--- src/timer8_defines.svh ---
`ifndef TIMER8_DEFINES_SVH
`define TIMER8_DEFINES_SVH

// Register byte addresses on the APB slave.
`define ADDR_CONTROL_A 12'h000
`define ADDR_CONTROL_B 12'h004
`define ADDR_COUNT 12'h008
`define ADDR_COMPARE_A 12'h00c
`define ADDR_COMPARE_B 12'h010
`define ADDR_IRQ_MASK 12'h014
`define ADDR_IRQ_FLAGS 12'h018
`define ADDR_IRQ_ACK 12'h01c

// Field positions in control register B.
`define CTLB_FORCE_A 7
`define CTLB_FORCE_B 6
`define CTLB_WAVE_HIGH 3

// Field positions in control register A.
`define CTLA_OUT_A_HI 7
`define CTLA_OUT_A_LO 6
`define CTLA_OUT_B_HI 5
`define CTLA_OUT_B_LO 4

// Flag and mask bit positions.
`define IRQ_MATCH_B 2
`define IRQ_MATCH_A 1
`define IRQ_OVERFLOW 0

// Counter landmarks and reset values.
`define COUNT_MAX 8'hff
`define COUNT_BOTTOM 8'h00
`define REG_RESET 8'h00

// Prescaler divide ratios minus one.
`define DIV8_LAST 10'h007
`define DIV64_LAST 10'h03f
`define DIV256_LAST 10'h0ff
`define DIV1024_LAST 10'h3ff

`endif

--- src/timer8_pkg.sv ---
package timer8_pkg;

  // Decoded waveform generation mode.
  typedef enum logic [2:0] {
    WAVE_NORMAL = 3'h0,
    WAVE_PC_FF = 3'h1,
    WAVE_CTC = 3'h2,
    WAVE_FAST_FF = 3'h3,
    WAVE_RSV4 = 3'h4,
    WAVE_PC_OCA = 3'h5,
    WAVE_RSV6 = 3'h6,
    WAVE_FAST_OCA = 3'h7
  } wave_mode_e;

  // Counter clock sources.
  typedef enum logic [2:0] {
    CLK_STOP = 3'h0,
    CLK_DIV1 = 3'h1,
    CLK_DIV8 = 3'h2,
    CLK_DIV64 = 3'h3,
    CLK_DIV256 = 3'h4,
    CLK_DIV1024 = 3'h5,
    CLK_EXT_FALL = 3'h6,
    CLK_EXT_RISE = 3'h7
  } clock_select_e;

  // Software visible control fields.
  typedef struct packed {
    logic [1:0] out_a_action;
    logic [1:0] out_b_action;
    logic wave_mode_high_bit;
    logic [1:0] wave_mode_low_bits;
    logic [2:0] clock_select_field;
  } control_s;

  // Per-channel waveform events.
  typedef struct packed {
    logic match;
    logic at_top;
    logic at_bottom;
    logic counting_down;
    logic forced;
  } wave_event_s;

endpackage

--- src/timer8_wave_channel.sv ---
`include "timer8_defines.svh"

// One waveform output stage, driven by match and period events.
module timer8_wave_channel (
  input wire logic clk_i,
  input wire logic rst_n_i,
  input wire logic ce_i,
  input wire logic [1:0] action_i,
  input wire logic [2:0] mode_i,
  input wire logic is_channel_a_i,
  input wire logic top_equal_i,
  input wire timer8_pkg::wave_event_s ev_i,
  output logic wave_o
);

  logic wave_q;
  logic wave_d;
  logic pwm;
  logic fast;

  // Next output level from the mode and the output action.
  always_comb begin
    pwm = mode_i[0];
    fast = mode_i[1];
    wave_d = wave_q;
    if (ev_i.forced && !pwm) begin
      case (action_i)
        2'b01: wave_d = ~wave_q;
        2'b10: wave_d = 1'b0;
        2'b11: wave_d = 1'b1;
        default: wave_d = wave_q;
      endcase
    end else if (!pwm) begin
      if (ev_i.match) begin
        case (action_i)
          2'b01: wave_d = ~wave_q;
          2'b10: wave_d = 1'b0;
          2'b11: wave_d = 1'b1;
          default: wave_d = wave_q;
        endcase
      end
    end else if (action_i == 2'b01) begin
      if (is_channel_a_i && mode_i[2] && ev_i.match) begin
        wave_d = ~wave_q;
      end
    end else if (action_i[1]) begin
      if (fast) begin
        if (ev_i.at_bottom) begin
          wave_d = ~action_i[0];
        end else if (ev_i.match && !top_equal_i) begin
          wave_d = action_i[0];
        end
      end else if (top_equal_i) begin
        if (ev_i.at_top) begin
          wave_d = action_i[0];
        end
      end else if (ev_i.match) begin
        wave_d = ev_i.counting_down ? ~action_i[0] : action_i[0];
      end
    end
  end

  // Output register.
  always_ff @(posedge clk_i) begin
    if (!rst_n_i) begin
      wave_q <= 1'b0;
    end else if (ce_i) begin
      wave_q <= wave_d;
    end
  end

  assign wave_o = wave_q;

endmodule

--- src/timer8_dual_compare.sv ---
`include "timer8_defines.svh"

//////////////////////////////////////////////////////////////////////////////
module timer8_dual_compare (
  input wire logic clk_i,
  input wire logic rst_n_i,
  input wire logic ce_i,
  input wire logic psel_i,
  input wire logic penable_i,
  input wire logic pwrite_i,
  input wire logic [11:0] paddr_i,
  input wire logic [31:0] pwdata_i,
  output logic [31:0] prdata_o,
  output logic pready_o,
  output logic pslverr_o,
  input wire logic external_count_pin_i,
  input wire logic global_irq_enable_i,
  input wire logic [2:0] vector_ack_i,
  output logic wave_out_a_o,
  output logic wave_out_b_o,
  output logic [2:0] irq_o
);

  timer8_pkg::control_s ctl_q;
  logic [7:0] count_q;
  logic [7:0] cmp_a_buf_q;
  logic [7:0] cmp_b_buf_q;
  logic [7:0] cmp_a_q;
  logic [7:0] cmp_b_q;
  logic [2:0] mask_q;
  logic [2:0] flags_q;
  logic down_q;
  logic block_q;
  logic [9:0] presc_q;
  logic ext_s1_q;
  logic ext_s2_q;
  logic ext_prev_q;
  logic [31:0] prdata_q;
  logic wr_en;
  logic rd_en;
  logic tick;
  logic [7:0] top;
  logic pwm_mode;
  logic phase_mode;
  logic fast_mode;
  logic ovf_evt;
  logic match_a;
  logic match_b;
  logic at_top;
  logic at_bottom;
  logic count_wr;
  logic [7:0] count_d;
  logic down_d;
  logic force_a;
  logic force_b;
  timer8_pkg::wave_mode_e mode;
  timer8_pkg::wave_event_s ev_a;
  timer8_pkg::wave_event_s ev_b;

  // Returns true when the address names a mapped register.
  function automatic logic is_mapped(input logic [11:0] addr);
    is_mapped = (addr == `ADDR_CONTROL_A) || (addr == `ADDR_CONTROL_B) ||
                (addr == `ADDR_COUNT) || (addr == `ADDR_COMPARE_A) ||
                (addr == `ADDR_COMPARE_B) || (addr == `ADDR_IRQ_MASK) ||
                (addr == `ADDR_IRQ_FLAGS) || (addr == `ADDR_IRQ_ACK);
  endfunction

  //////////////////////////////////////////////////////////////////////////////
  // APB slave.

  // Zero wait states; unmapped addresses answer with an error.
  assign pready_o = 1'b1;
  assign pslverr_o = psel_i && penable_i && !is_mapped(paddr_i);
  assign wr_en = ce_i && psel_i && penable_i && pwrite_i && is_mapped(paddr_i);
  assign rd_en = ce_i && psel_i && !penable_i && !pwrite_i;
  assign prdata_o = prdata_q;

  // Read data is registered in the setup cycle so it is stable in the access phase.
  always_ff @(posedge clk_i) begin
    if (!rst_n_i) begin
      prdata_q <= 32'h0000_0000;
    end else if (rd_en) begin
      case (paddr_i)
        `ADDR_CONTROL_A: prdata_q <= {24'h000000, ctl_q.out_a_action, ctl_q.out_b_action,
                                      2'b00, ctl_q.wave_mode_low_bits};
        `ADDR_CONTROL_B: prdata_q <= {24'h000000, 4'h0, ctl_q.wave_mode_high_bit,
                                      ctl_q.clock_select_field};
        `ADDR_COUNT: prdata_q <= {24'h000000, count_q};
        `ADDR_COMPARE_A: prdata_q <= {24'h000000, cmp_a_buf_q};
        `ADDR_COMPARE_B: prdata_q <= {24'h000000, cmp_b_buf_q};
        `ADDR_IRQ_MASK: prdata_q <= {29'h00000000, mask_q};
        `ADDR_IRQ_FLAGS: prdata_q <= {29'h00000000, flags_q};
        default: prdata_q <= 32'h0000_0000;
      endcase
    end
  end

  // Control fields; force bits are strobes and are never stored.
  always_ff @(posedge clk_i) begin
    if (!rst_n_i) begin
      ctl_q <= '0;
    end else if (wr_en && paddr_i == `ADDR_CONTROL_A) begin
      ctl_q.out_a_action <= pwdata_i[`CTLA_OUT_A_HI:`CTLA_OUT_A_LO];
      ctl_q.out_b_action <= pwdata_i[`CTLA_OUT_B_HI:`CTLA_OUT_B_LO];
      ctl_q.wave_mode_low_bits <= pwdata_i[1:0];
    end else if (wr_en && paddr_i == `ADDR_CONTROL_B) begin
      ctl_q.wave_mode_high_bit <= pwdata_i[`CTLB_WAVE_HIGH];
      ctl_q.clock_select_field <= pwdata_i[2:0];
    end
  end

  // Interrupt enables.
  always_ff @(posedge clk_i) begin
    if (!rst_n_i) begin
      mask_q <= 3'h0;
    end else if (wr_en && paddr_i == `ADDR_IRQ_MASK) begin
      mask_q <= pwdata_i[2:0];
    end
  end

  //////////////////////////////////////////////////////////////////////////////
  // Mode decode.

  // Mode from the high bit and the two low bits; 4 and 6 act as normal.
  always_comb begin
    mode = timer8_pkg::wave_mode_e'({ctl_q.wave_mode_high_bit,
                                     ctl_q.wave_mode_low_bits});
    phase_mode = (mode == timer8_pkg::WAVE_PC_FF) || (mode == timer8_pkg::WAVE_PC_OCA);
    fast_mode = (mode == timer8_pkg::WAVE_FAST_FF) || (mode == timer8_pkg::WAVE_FAST_OCA);
    pwm_mode = phase_mode || fast_mode;
    case (mode)
      timer8_pkg::WAVE_CTC: top = cmp_a_buf_q;
      timer8_pkg::WAVE_PC_OCA: top = cmp_a_q;
      timer8_pkg::WAVE_FAST_OCA: top = cmp_a_q;
      default: top = `COUNT_MAX;
    endcase
  end

  //////////////////////////////////////////////////////////////////////////////
  // Clock select and prescaler.

  // Free-running prescaler, restarted while the timer is stopped.
  always_ff @(posedge clk_i) begin
    if (!rst_n_i) begin
      presc_q <= 10'h000;
    end else if (ce_i) begin
      presc_q <= (ctl_q.clock_select_field == 3'h0) ? 10'h000 : presc_q + 10'h001;
    end
  end

  // Pin synchroniser and edge history; the pin is sampled whatever its direction.
  always_ff @(posedge clk_i) begin
    if (!rst_n_i) begin
      ext_s1_q <= 1'b0;
      ext_s2_q <= 1'b0;
      ext_prev_q <= 1'b0;
    end else if (ce_i) begin
      ext_s1_q <= external_count_pin_i;
      ext_s2_q <= ext_s1_q;
      ext_prev_q <= ext_s2_q;
    end
  end

  // Timer tick from the selected source.
  always_comb begin
    case (timer8_pkg::clock_select_e'(ctl_q.clock_select_field))
      timer8_pkg::CLK_STOP: tick = 1'b0;
      timer8_pkg::CLK_DIV1: tick = 1'b1;
      timer8_pkg::CLK_DIV8: tick = presc_q[2:0] == 3'(`DIV8_LAST);
      timer8_pkg::CLK_DIV64: tick = presc_q[5:0] == 6'(`DIV64_LAST);
      timer8_pkg::CLK_DIV256: tick = presc_q[7:0] == 8'(`DIV256_LAST);
      timer8_pkg::CLK_DIV1024: tick = presc_q == `DIV1024_LAST;
      timer8_pkg::CLK_EXT_FALL: tick = ext_prev_q && !ext_s2_q;
      timer8_pkg::CLK_EXT_RISE: tick = !ext_prev_q && ext_s2_q;
      default: tick = 1'b0;
    endcase
  end

  //////////////////////////////////////////////////////////////////////////////
  // Counter and compare.

  assign count_wr = wr_en && paddr_i == `ADDR_COUNT;
  assign at_top = count_q == top;
  assign at_bottom = count_q == `COUNT_BOTTOM;
  assign match_a = tick && !block_q && count_q == cmp_a_q;
  assign match_b = tick && !block_q && count_q == cmp_b_q;

  // Next count and direction for each sequence.
  always_comb begin
    count_d = count_q + 8'h01;
    down_d = down_q;
    if (phase_mode) begin
      if (at_top) begin
        down_d = 1'b1;
      end else if (at_bottom) begin
        down_d = 1'b0;
      end
      count_d = (down_d && !at_bottom) ? count_q - 8'h01 : count_q + 8'h01;
      if (at_top && at_bottom) begin
        count_d = `COUNT_BOTTOM;
      end
    end else if (at_top) begin
      count_d = `COUNT_BOTTOM;
    end
  end

  // Counter register; a software write wins and blocks the next compare.
  always_ff @(posedge clk_i) begin
    if (!rst_n_i) begin
      count_q <= `REG_RESET;
      down_q <= 1'b0;
      block_q <= 1'b0;
    end else if (ce_i) begin
      if (count_wr) begin
        count_q <= pwdata_i[7:0];
        block_q <= 1'b1;
      end else if (tick) begin
        count_q <= count_d;
        down_q <= down_d;
        block_q <= 1'b0;
      end
    end
  end

  // Compare buffers and active compares, loaded per mode.
  always_ff @(posedge clk_i) begin
    if (!rst_n_i) begin
      cmp_a_buf_q <= `REG_RESET;
      cmp_b_buf_q <= `REG_RESET;
      cmp_a_q <= `REG_RESET;
      cmp_b_q <= `REG_RESET;
    end else if (ce_i) begin
      if (wr_en && paddr_i == `ADDR_COMPARE_A) begin
        cmp_a_buf_q <= pwdata_i[7:0];
      end
      if (wr_en && paddr_i == `ADDR_COMPARE_B) begin
        cmp_b_buf_q <= pwdata_i[7:0];
      end
      if (!pwm_mode) begin
        cmp_a_q <= cmp_a_buf_q;
        cmp_b_q <= cmp_b_buf_q;
      end else if (tick && ((phase_mode && at_top) || (fast_mode && at_bottom))) begin
        cmp_a_q <= cmp_a_buf_q;
        cmp_b_q <= cmp_b_buf_q;
      end
    end
  end

  //////////////////////////////////////////////////////////////////////////////
  // Flags and interrupt requests.

  // Overflow point by mode.
  always_comb begin
    case (mode)
      timer8_pkg::WAVE_PC_FF: ovf_evt = at_bottom;
      timer8_pkg::WAVE_PC_OCA: ovf_evt = at_bottom;
      timer8_pkg::WAVE_FAST_OCA: ovf_evt = at_top;
      default: ovf_evt = count_q == `COUNT_MAX;
    endcase
  end

  // Sticky flags; a new event wins over a clear in the same cycle.
  always_ff @(posedge clk_i) begin
    if (!rst_n_i) begin
      flags_q <= 3'h0;
    end else if (ce_i) begin
      for (int i = 0; i < 3; i++) begin
        if ((wr_en && (paddr_i == `ADDR_IRQ_FLAGS) && pwdata_i[i]) || vector_ack_i[i]) begin
          flags_q[i] <= 1'b0;
        end
      end
      if (match_b) begin
        flags_q[`IRQ_MATCH_B] <= 1'b1;
      end
      if (match_a) begin
        flags_q[`IRQ_MATCH_A] <= 1'b1;
      end
      if (tick && ovf_evt) begin
        flags_q[`IRQ_OVERFLOW] <= 1'b1;
      end
    end
  end

  // Requests need flag, enable and the global bit.
  assign irq_o = flags_q & mask_q & {3{global_irq_enable_i}};

  //////////////////////////////////////////////////////////////////////////////
  // Waveform channels.

  // Force strobes act only in non-PWM modes and touch neither flags nor counter.
  assign force_a = wr_en && paddr_i == `ADDR_CONTROL_B && pwdata_i[`CTLB_FORCE_A]
                   && !pwm_mode;
  assign force_b = wr_en && paddr_i == `ADDR_CONTROL_B && pwdata_i[`CTLB_FORCE_B]
                   && !pwm_mode;
  assign ev_a = '{match: match_a, at_top: tick && at_top, at_bottom: tick && at_bottom,
                  counting_down: down_q, forced: force_a};
  assign ev_b = '{match: match_b, at_top: tick && at_top, at_bottom: tick && at_bottom,
                  counting_down: down_q, forced: force_b};

  timer8_wave_channel u_wave_a (
    .clk_i(clk_i),
    .rst_n_i(rst_n_i),
    .ce_i(ce_i),
    .action_i(ctl_q.out_a_action),
    .mode_i(mode),
    .is_channel_a_i(1'b1),
    .top_equal_i(cmp_a_q == top),
    .ev_i(ev_a),
    .wave_o(wave_out_a_o)
  );

  timer8_wave_channel u_wave_b (
    .clk_i(clk_i),
    .rst_n_i(rst_n_i),
    .ce_i(ce_i),
    .action_i(ctl_q.out_b_action),
    .mode_i(mode),
    .is_channel_a_i(1'b0),
    .top_equal_i(cmp_b_q == top),
    .ev_i(ev_b),
    .wave_o(wave_out_b_o)
  );

endmodule

--- config.mk ---
export PLATFORM = sky130hd
export DESIGN_NAME = timer8_dual_compare
export DESIGN_NICKNAME = d
export VERILOG_FILES = /design/src/timer8_pkg.sv /design/src/timer8_wave_channel.sv /design/src/timer8_dual_compare.sv
export VERILOG_INCLUDE_DIRS = /design/src
export SDC_FILE = /design/constraint.sdc
export NUM_CORES = 1
export LEC_CHECK = 0
export BUFFER_PORTS_ARGS = -buffer_cell sky130_fd_sc_hd__buf_2
export CAP_MARGIN = 25
export CELL_PAD_IN_SITES_DETAIL_PLACEMENT = 1
export CELL_PAD_IN_SITES_GLOBAL_PLACEMENT = 2
export CORE_ASPECT_RATIO = 1.4
export CORE_MARGIN = 3
export CORE_UTILIZATION = 30
export CTS_BUF_LIST = sky130_fd_sc_hd__clkbuf_16
export CTS_CLUSTER_DIAMETER = 80
export DETAILED_ROUTE_END_ITERATION = 6
export PLACE_DENSITY_LB_ADDON = 0.1
export SETUP_SLACK_MARGIN = 0.15
export SLEW_MARGIN = 20
export SYNTH_ARGS = -nofsm -noshare
export SYNTH_HDL_FRONTEND = slang
export SYNTH_SLANG_ARGS = --single-unit
--- constraint.sdc ---
create_clock -name clk_i -period 2.7 [get_ports clk_i]
set_input_delay 0 -clock clk_i [delete_from_list [all_inputs] [get_ports clk_i]]
set_output_delay 0 -clock clk_i [all_outputs]
set_load 0.005 [all_outputs]
# == After elaboration in Yosys (flattened, before gate mapping) ==
# Cells that the tools add are included.
# totals
inputBits,55
output_inout_bits,39
wordCells,220
register_bits,105
# classes
bitwise,8
muxes,53
n_addsub,3
eq_ne,46
reduce_logical,87
# ops
op,n
$mux 8,10
$pmux 8 s7,1
$eq 12x5->1 const B,4
$eq 8x8->1,5
$logic_and 1x1->1,40
$mux 1,36
$eq 12x4->1 const B,2
$eq 3x3->1 const B,7
$ne 6x2->1 const B,3
$eq 8x8->1 const B,2
$pmux 8 s2,1
$reduce_and 2->1,8
$logic_or 1x1->1,14
$reduce_and 7->1,2
$eq 12x3->1 const B,1
$eq 3x2->1 const B,4
$logic_not 12->1,1
$logic_not 1->1,11
$add 10x1->10 const B,1
$eq 10x10->1 const B,1
$mux 10,1
$add 8x1->8 const B,1
$eq 2x2->1 const B,4
$logic_not 8->1,1
other kinds (22),36

# == Logic depth before layout (Yosys ltp) ==
# depth
ltp_word,15
mapped_depth,12
depth_no_buf,10

# == By module ==
# Synthesis repeated with hierarchy kept, for this count alone.
# unflattened
hier_cells,713
area_unflattened_um2,5614.1
# modules_own_cells
module,seq_area_each_um2,area_per_inst_um2,cells_per_inst,instances
timer8_dual_compare,1581.5,5231.3,665,1
timer8_wave_channel,20.0,191.4,24,2

# == Least setup slack after synthesis ==
# OpenSTA, ideal clock, no wires.
# synth_timing
kind,register -> register
from,register ctl_q[3] (netlist name)
to,register cmp_a_q[0]
setup_ps,72
setup_slack_ps,64
t_required_ps,2628
stages_incl_launch_ff,13
period_less_slack_ps,2636
arrival_ps,2564
n_path_buf,4
cell_sequence,dfxtp_1 > buf_2 > buf_6 > and3b_1 > or3_1 > nand4_1 > or4_1 > buf_4 > mux2i_4 > nand2b_2 > a21oi_4 > buf_12 > mux2i_1
# synth_between
elab_chain_len,9
word_cells_on_any_way,18
cone_classes,eq/ne (7); mux (2); reduce/logical (9)
# synth_lines
item,line_no,text
"start, declared",timer8_dual_compare.sv:24,timer8_pkg::control_s ctl_q;
"$eq 3x3->1, on equally long branches","timer8_dual_compare.sv:128, timer8_dual_compare.sv:131, timer8_dual_compare.sv:129",
$reduce_or 2->1 (no source line),n/a,
$pmux 8 s2,timer8_dual_compare.sv:131,case (mode)
$eq 8x8->1,timer8_dual_compare.sv:183,assign at_top = count_q == top;
$logic_and 1x1->1,timer8_dual_compare.sv:242,end else if (tick && ((phase_mode && at_top) || (fast_mode && at_bottom))) begin
$logic_or 1x1->1,timer8_dual_compare.sv:242,
$logic_and 1x1->1,timer8_dual_compare.sv:242,
$ne 2x1->1 (no source line),n/a,
$reduce_and 2->1 (no source line),n/a,
"end signal, assigned",timer8_dual_compare.sv:230,cmp_a_q <= `REG_RESET;
"end signal, assigned",timer8_dual_compare.sv:240,cmp_a_q <= cmp_a_buf_q;
"end signal, assigned",timer8_dual_compare.sv:243,cmp_a_q <= cmp_a_buf_q;
"end, declared",timer8_dual_compare.sv:28,logic [7:0] cmp_a_q;
# Several ways; a longest one is shown, not always the timed one.
# A chain may end at the register's enable or synchronous reset.

# == Worst setup path after layout ==
# layout_timing
from,register ctl_q[5] (netlist name)
to,register cmp_a_q[6]
# Same word-level chain as after synthesis.

==> flow_metrics.tcl <==
set metrics [dict create \
    outcome "complete, but fails checks" \
    violations "negative setup slack" \
    drv_slew 0 \
    die_h_um 166 \
    initial_core_util_pct 31.0 \
    final_cell_mix "dfxtp_1 (78), buf_4 (77), nand2_1 (59)" \
    final_cell_count_no_fill 991 \
    dp_cells 964 \
    fmax_ghz 0.367 \
    first_pass_iters 4 \
    cellPowerDensity_nw_per_um2 382 \
    criticalPathCategory "register to register" \
    die_x_um 120 \
    cp_max_fo 16 \
    mostFrequentLayoutCell "dfxtp_1" \
    finalSetupViolations 4 \
    yosysWarnings 0 \
    drive_above_1_share_pct 24.9 \
    comb_power_share_pct 5.8 \
    pre_cts_ws_ns -0.177 \
    hold_depth 4 \
    grt-ovfl-total 0 \
    cts.reportedPaths.clkPinSlew_ns 0.06 \
    startpoint_type "register" \
    min_to "flags_q[1]$_SDFFE_PN0P_" \
    grt_max_degree 90 \
    hold_viol_final 0 \
    relSlewSlack_pct 50.0 \
    p_clk_share_pct 48.4 \
    setup_tns_ns -0.0517 \
    hpwl_um 16000 \
    routed_via_density 5.31 \
    clockBufferDepth 2 \
    nNetsFinal 810 \
    reg2reg_from "ctl_q[5]$_SDFFE_PN0P_" \
    r2r_slack_ns -0.03 \
    max_cap_violations 0 \
    final_util_pct 38.8 \
    port_buffers 44 \
    drc 0 \
    worst_hold_slack_ns 0.00614 \
    hold_path_class "input port to register" \
    p_sw_mw 0.646 \
    clock_skew_ns 0.00635 \
    cts_tree "built" \
    wl_per_cell_um 20.7 \
    rsz0062_at_grt "true" \
    area_delta_synth_final_pct 25.2 \
    place_area_um2 6290 \
    num_rows 57 \
    fin_crit_ns 2.73 \
    p_seq_share_pct 45.8 \
    antenna_found_initial 0 \
    clockRootBuffer "clkbuf_16" \
    syn_area_per_cell_um2 8.35 \
    place_congestion 0.919 \
    seq_area_frac_synth_pct 29.7 \
    setup_slack_ns -0.0253 \
    ant_nets 0 \
    leakage_nw 2.75 \
    min_from "vector_ack_i[1]" \
    core_area_um2 17600 \
    routed-via-count 5264 \
    tightest_slew_ns 0.740 \
    clock_latency_ns 0.35 \
    endpoint_kind "register" \
    antenna_cells 0 \
    arrival_ns 3.00 \
    power_mw 2.61 \
    post-route-period-util_pct 101 \
    cts-buffers-inserted 9 \
    ir_drop_v 0.000269 \
    dieArea_um2 19900 \
    r2r_end "cmp_a_q[6]$_SDFFE_PN0P_" \
    netlist_area_um2 5460 \
    cts_sinks 81 \
    num_io_pins 94 \
    ys.flop_type "dfxtp_1" \
    final_area_um2 6840 \
    wirelength_um 20600 \
    fill_cells 2116 \
    intPower_mw 1.97 \
    htreeDepth 3 \
    required_ns 2.97 \
    ys_types 68 \
    synth_cells 654 \
    drt_iter0_drc 212 \
    swShare_pct 24.7 \
    grt_usage_pct 21.0 \
    ys_ff_latch 81 \
    grt_pass1_wl_um 32200 \
    async_flop_share_pct 0 \
    synth_edf_count 0 \
    grt_pass1_vias 5657 \
    ff2ff_path_depth 11 \
]
==> final cells by class <==
class / instances / area, µm² / share of cell area (%)
sequential: 81 / 1630 / 23.9
inverter: 17 / 63.8 / 0.934
tap: 236 / 295 / 4.32
multi-input combinational: 510 / 3610 / 52.8
timing repair buffer: 131 / 940 / 13.7
clock buffer: 9 / 225 / 3.29
clock inverter: 7 / 70.1 / 1.03
==> flip-flops by register name, indices dropped and copies added, names as in the netlist <==
register         cells
ctl_q               10
presc_q             10
cmp_a_buf_q          8
cmp_a_q              8
cmp_b_buf_q          8
cmp_b_q              8
count_q              8
prdata_o             8
flags_q              3
mask_q               3
block_q              1
down_q               1
ext_prev_q           1
ext_s1_q             1
ext_s2_q             1
u_wave_a.wave_o      1
u_wave_b.wave_o      1
==> worst max-delay path by stage <==
stage                          startpoint  cells after the start                 endpoint
global placement    ctl_q[4]$_SDFFE_PN0P_                     11  count_q[6]$_SDFFE_PN0P_
finish              ctl_q[5]$_SDFFE_PN0P_                     11  cmp_a_q[6]$_SDFFE_PN0P_
floorplan           ctl_q[3]$_SDFFE_PN0P_                     12  cmp_a_q[0]$_SDFFE_PN0P_
global route        ctl_q[5]$_SDFFE_PN0P_                     11  cmp_a_q[6]$_SDFFE_PN0P_
CTS                 ctl_q[3]$_SDFFE_PN0P_                     11  count_q[6]$_SDFFE_PN0P_
detailed placement  ctl_q[4]$_SDFFE_PN0P_                     11  count_q[6]$_SDFFE_PN0P_
==> cells by family (layout without fill, tap and decap cells) <==
family	after synthesis	in the layout	share of synthesized area, %
simple gates	273	273	29.8
compound gates	121	121	15.0
buf+inv	86	164	8.34
flops	81	81	29.7
mux	61	61	11.9
xor+xnor	25	25	4.01
fa+ha+maj	5	5	1.15
other cells	2	25	0.138
==> timing repair <==
| action | in CTS | in global routing |
|---|---|---|
| setup buffers | 9 | 1 |
| gates resized for setup | 29 | 12 |
| hold buffers | 1 | 0 |
| endpoints found under the hold margin | 1 | 0 |
| pin swaps | 28 | 15 |
| endpoints found under the setup margin | 29 | 28 |
==> synth_stat cells (10+ instances only) <==
master	number	area share, %
dfxtp_1	81	30
nand2_1	61	4.2
mux2i_1	57	10
nor2b_1	50	5.7
clkbuf_1	34	2.3
o21ai_0	31	2.8
nor2_1	29	2.0
buf_4	26	3.6
or3_1	24	2.8
a22oi_1	17	2.3
inv_1	17	1.2
a21oi_1	16	1.5
nand4_1	16	1.8
nand3_1	15	1.4
xor2_1	15	2.4
and3_1	13	1.5
nor3_1	12	1.1
nor4_1	12	1.4
o22ai_1	12	1.4
xnor2_1	10	1.6
==> layer usage <==
metal	vias to the layer above	global-route usage (%)	wire (µm)	share of wire [%]
li1	2508	-	-	-
met1	2652	24.0	8230	40
met2	75	39.3	11200	55
met3	29	2.90	538	2.6
met4	0	7.08	548	2.7
met5	-	0	0	0
==> power groups by stage <==
stage | logic [mW] | registers (mW) | clock network (mW)
detailed placement | 0.149 | 1.23 | 0
CTS | 0.151 | 1.20 | 1.30
floorplan | 0.111 | 1.22 | 0
global placement | 0.147 | 1.23 | 0
global route | 0.165 | 1.20 | 1.36
finish | 0.151 | 1.20 | 1.26
==> worst max-delay path, stage by stage (launching register included) <==
cell,delay [ns]
dfxtp_4,0.37
buf_6,0.14
nor4b_4,0.38
or3_1,0.17
nand4_1,0.07
or4_4,0.54
buf_6,0.16
mux2i_4,0.14
nand2b_2,0.09
a21oi_4,0.15
buf_12,0.19
mux2i_2,0.22
Power figures use the tool's default switching activity.
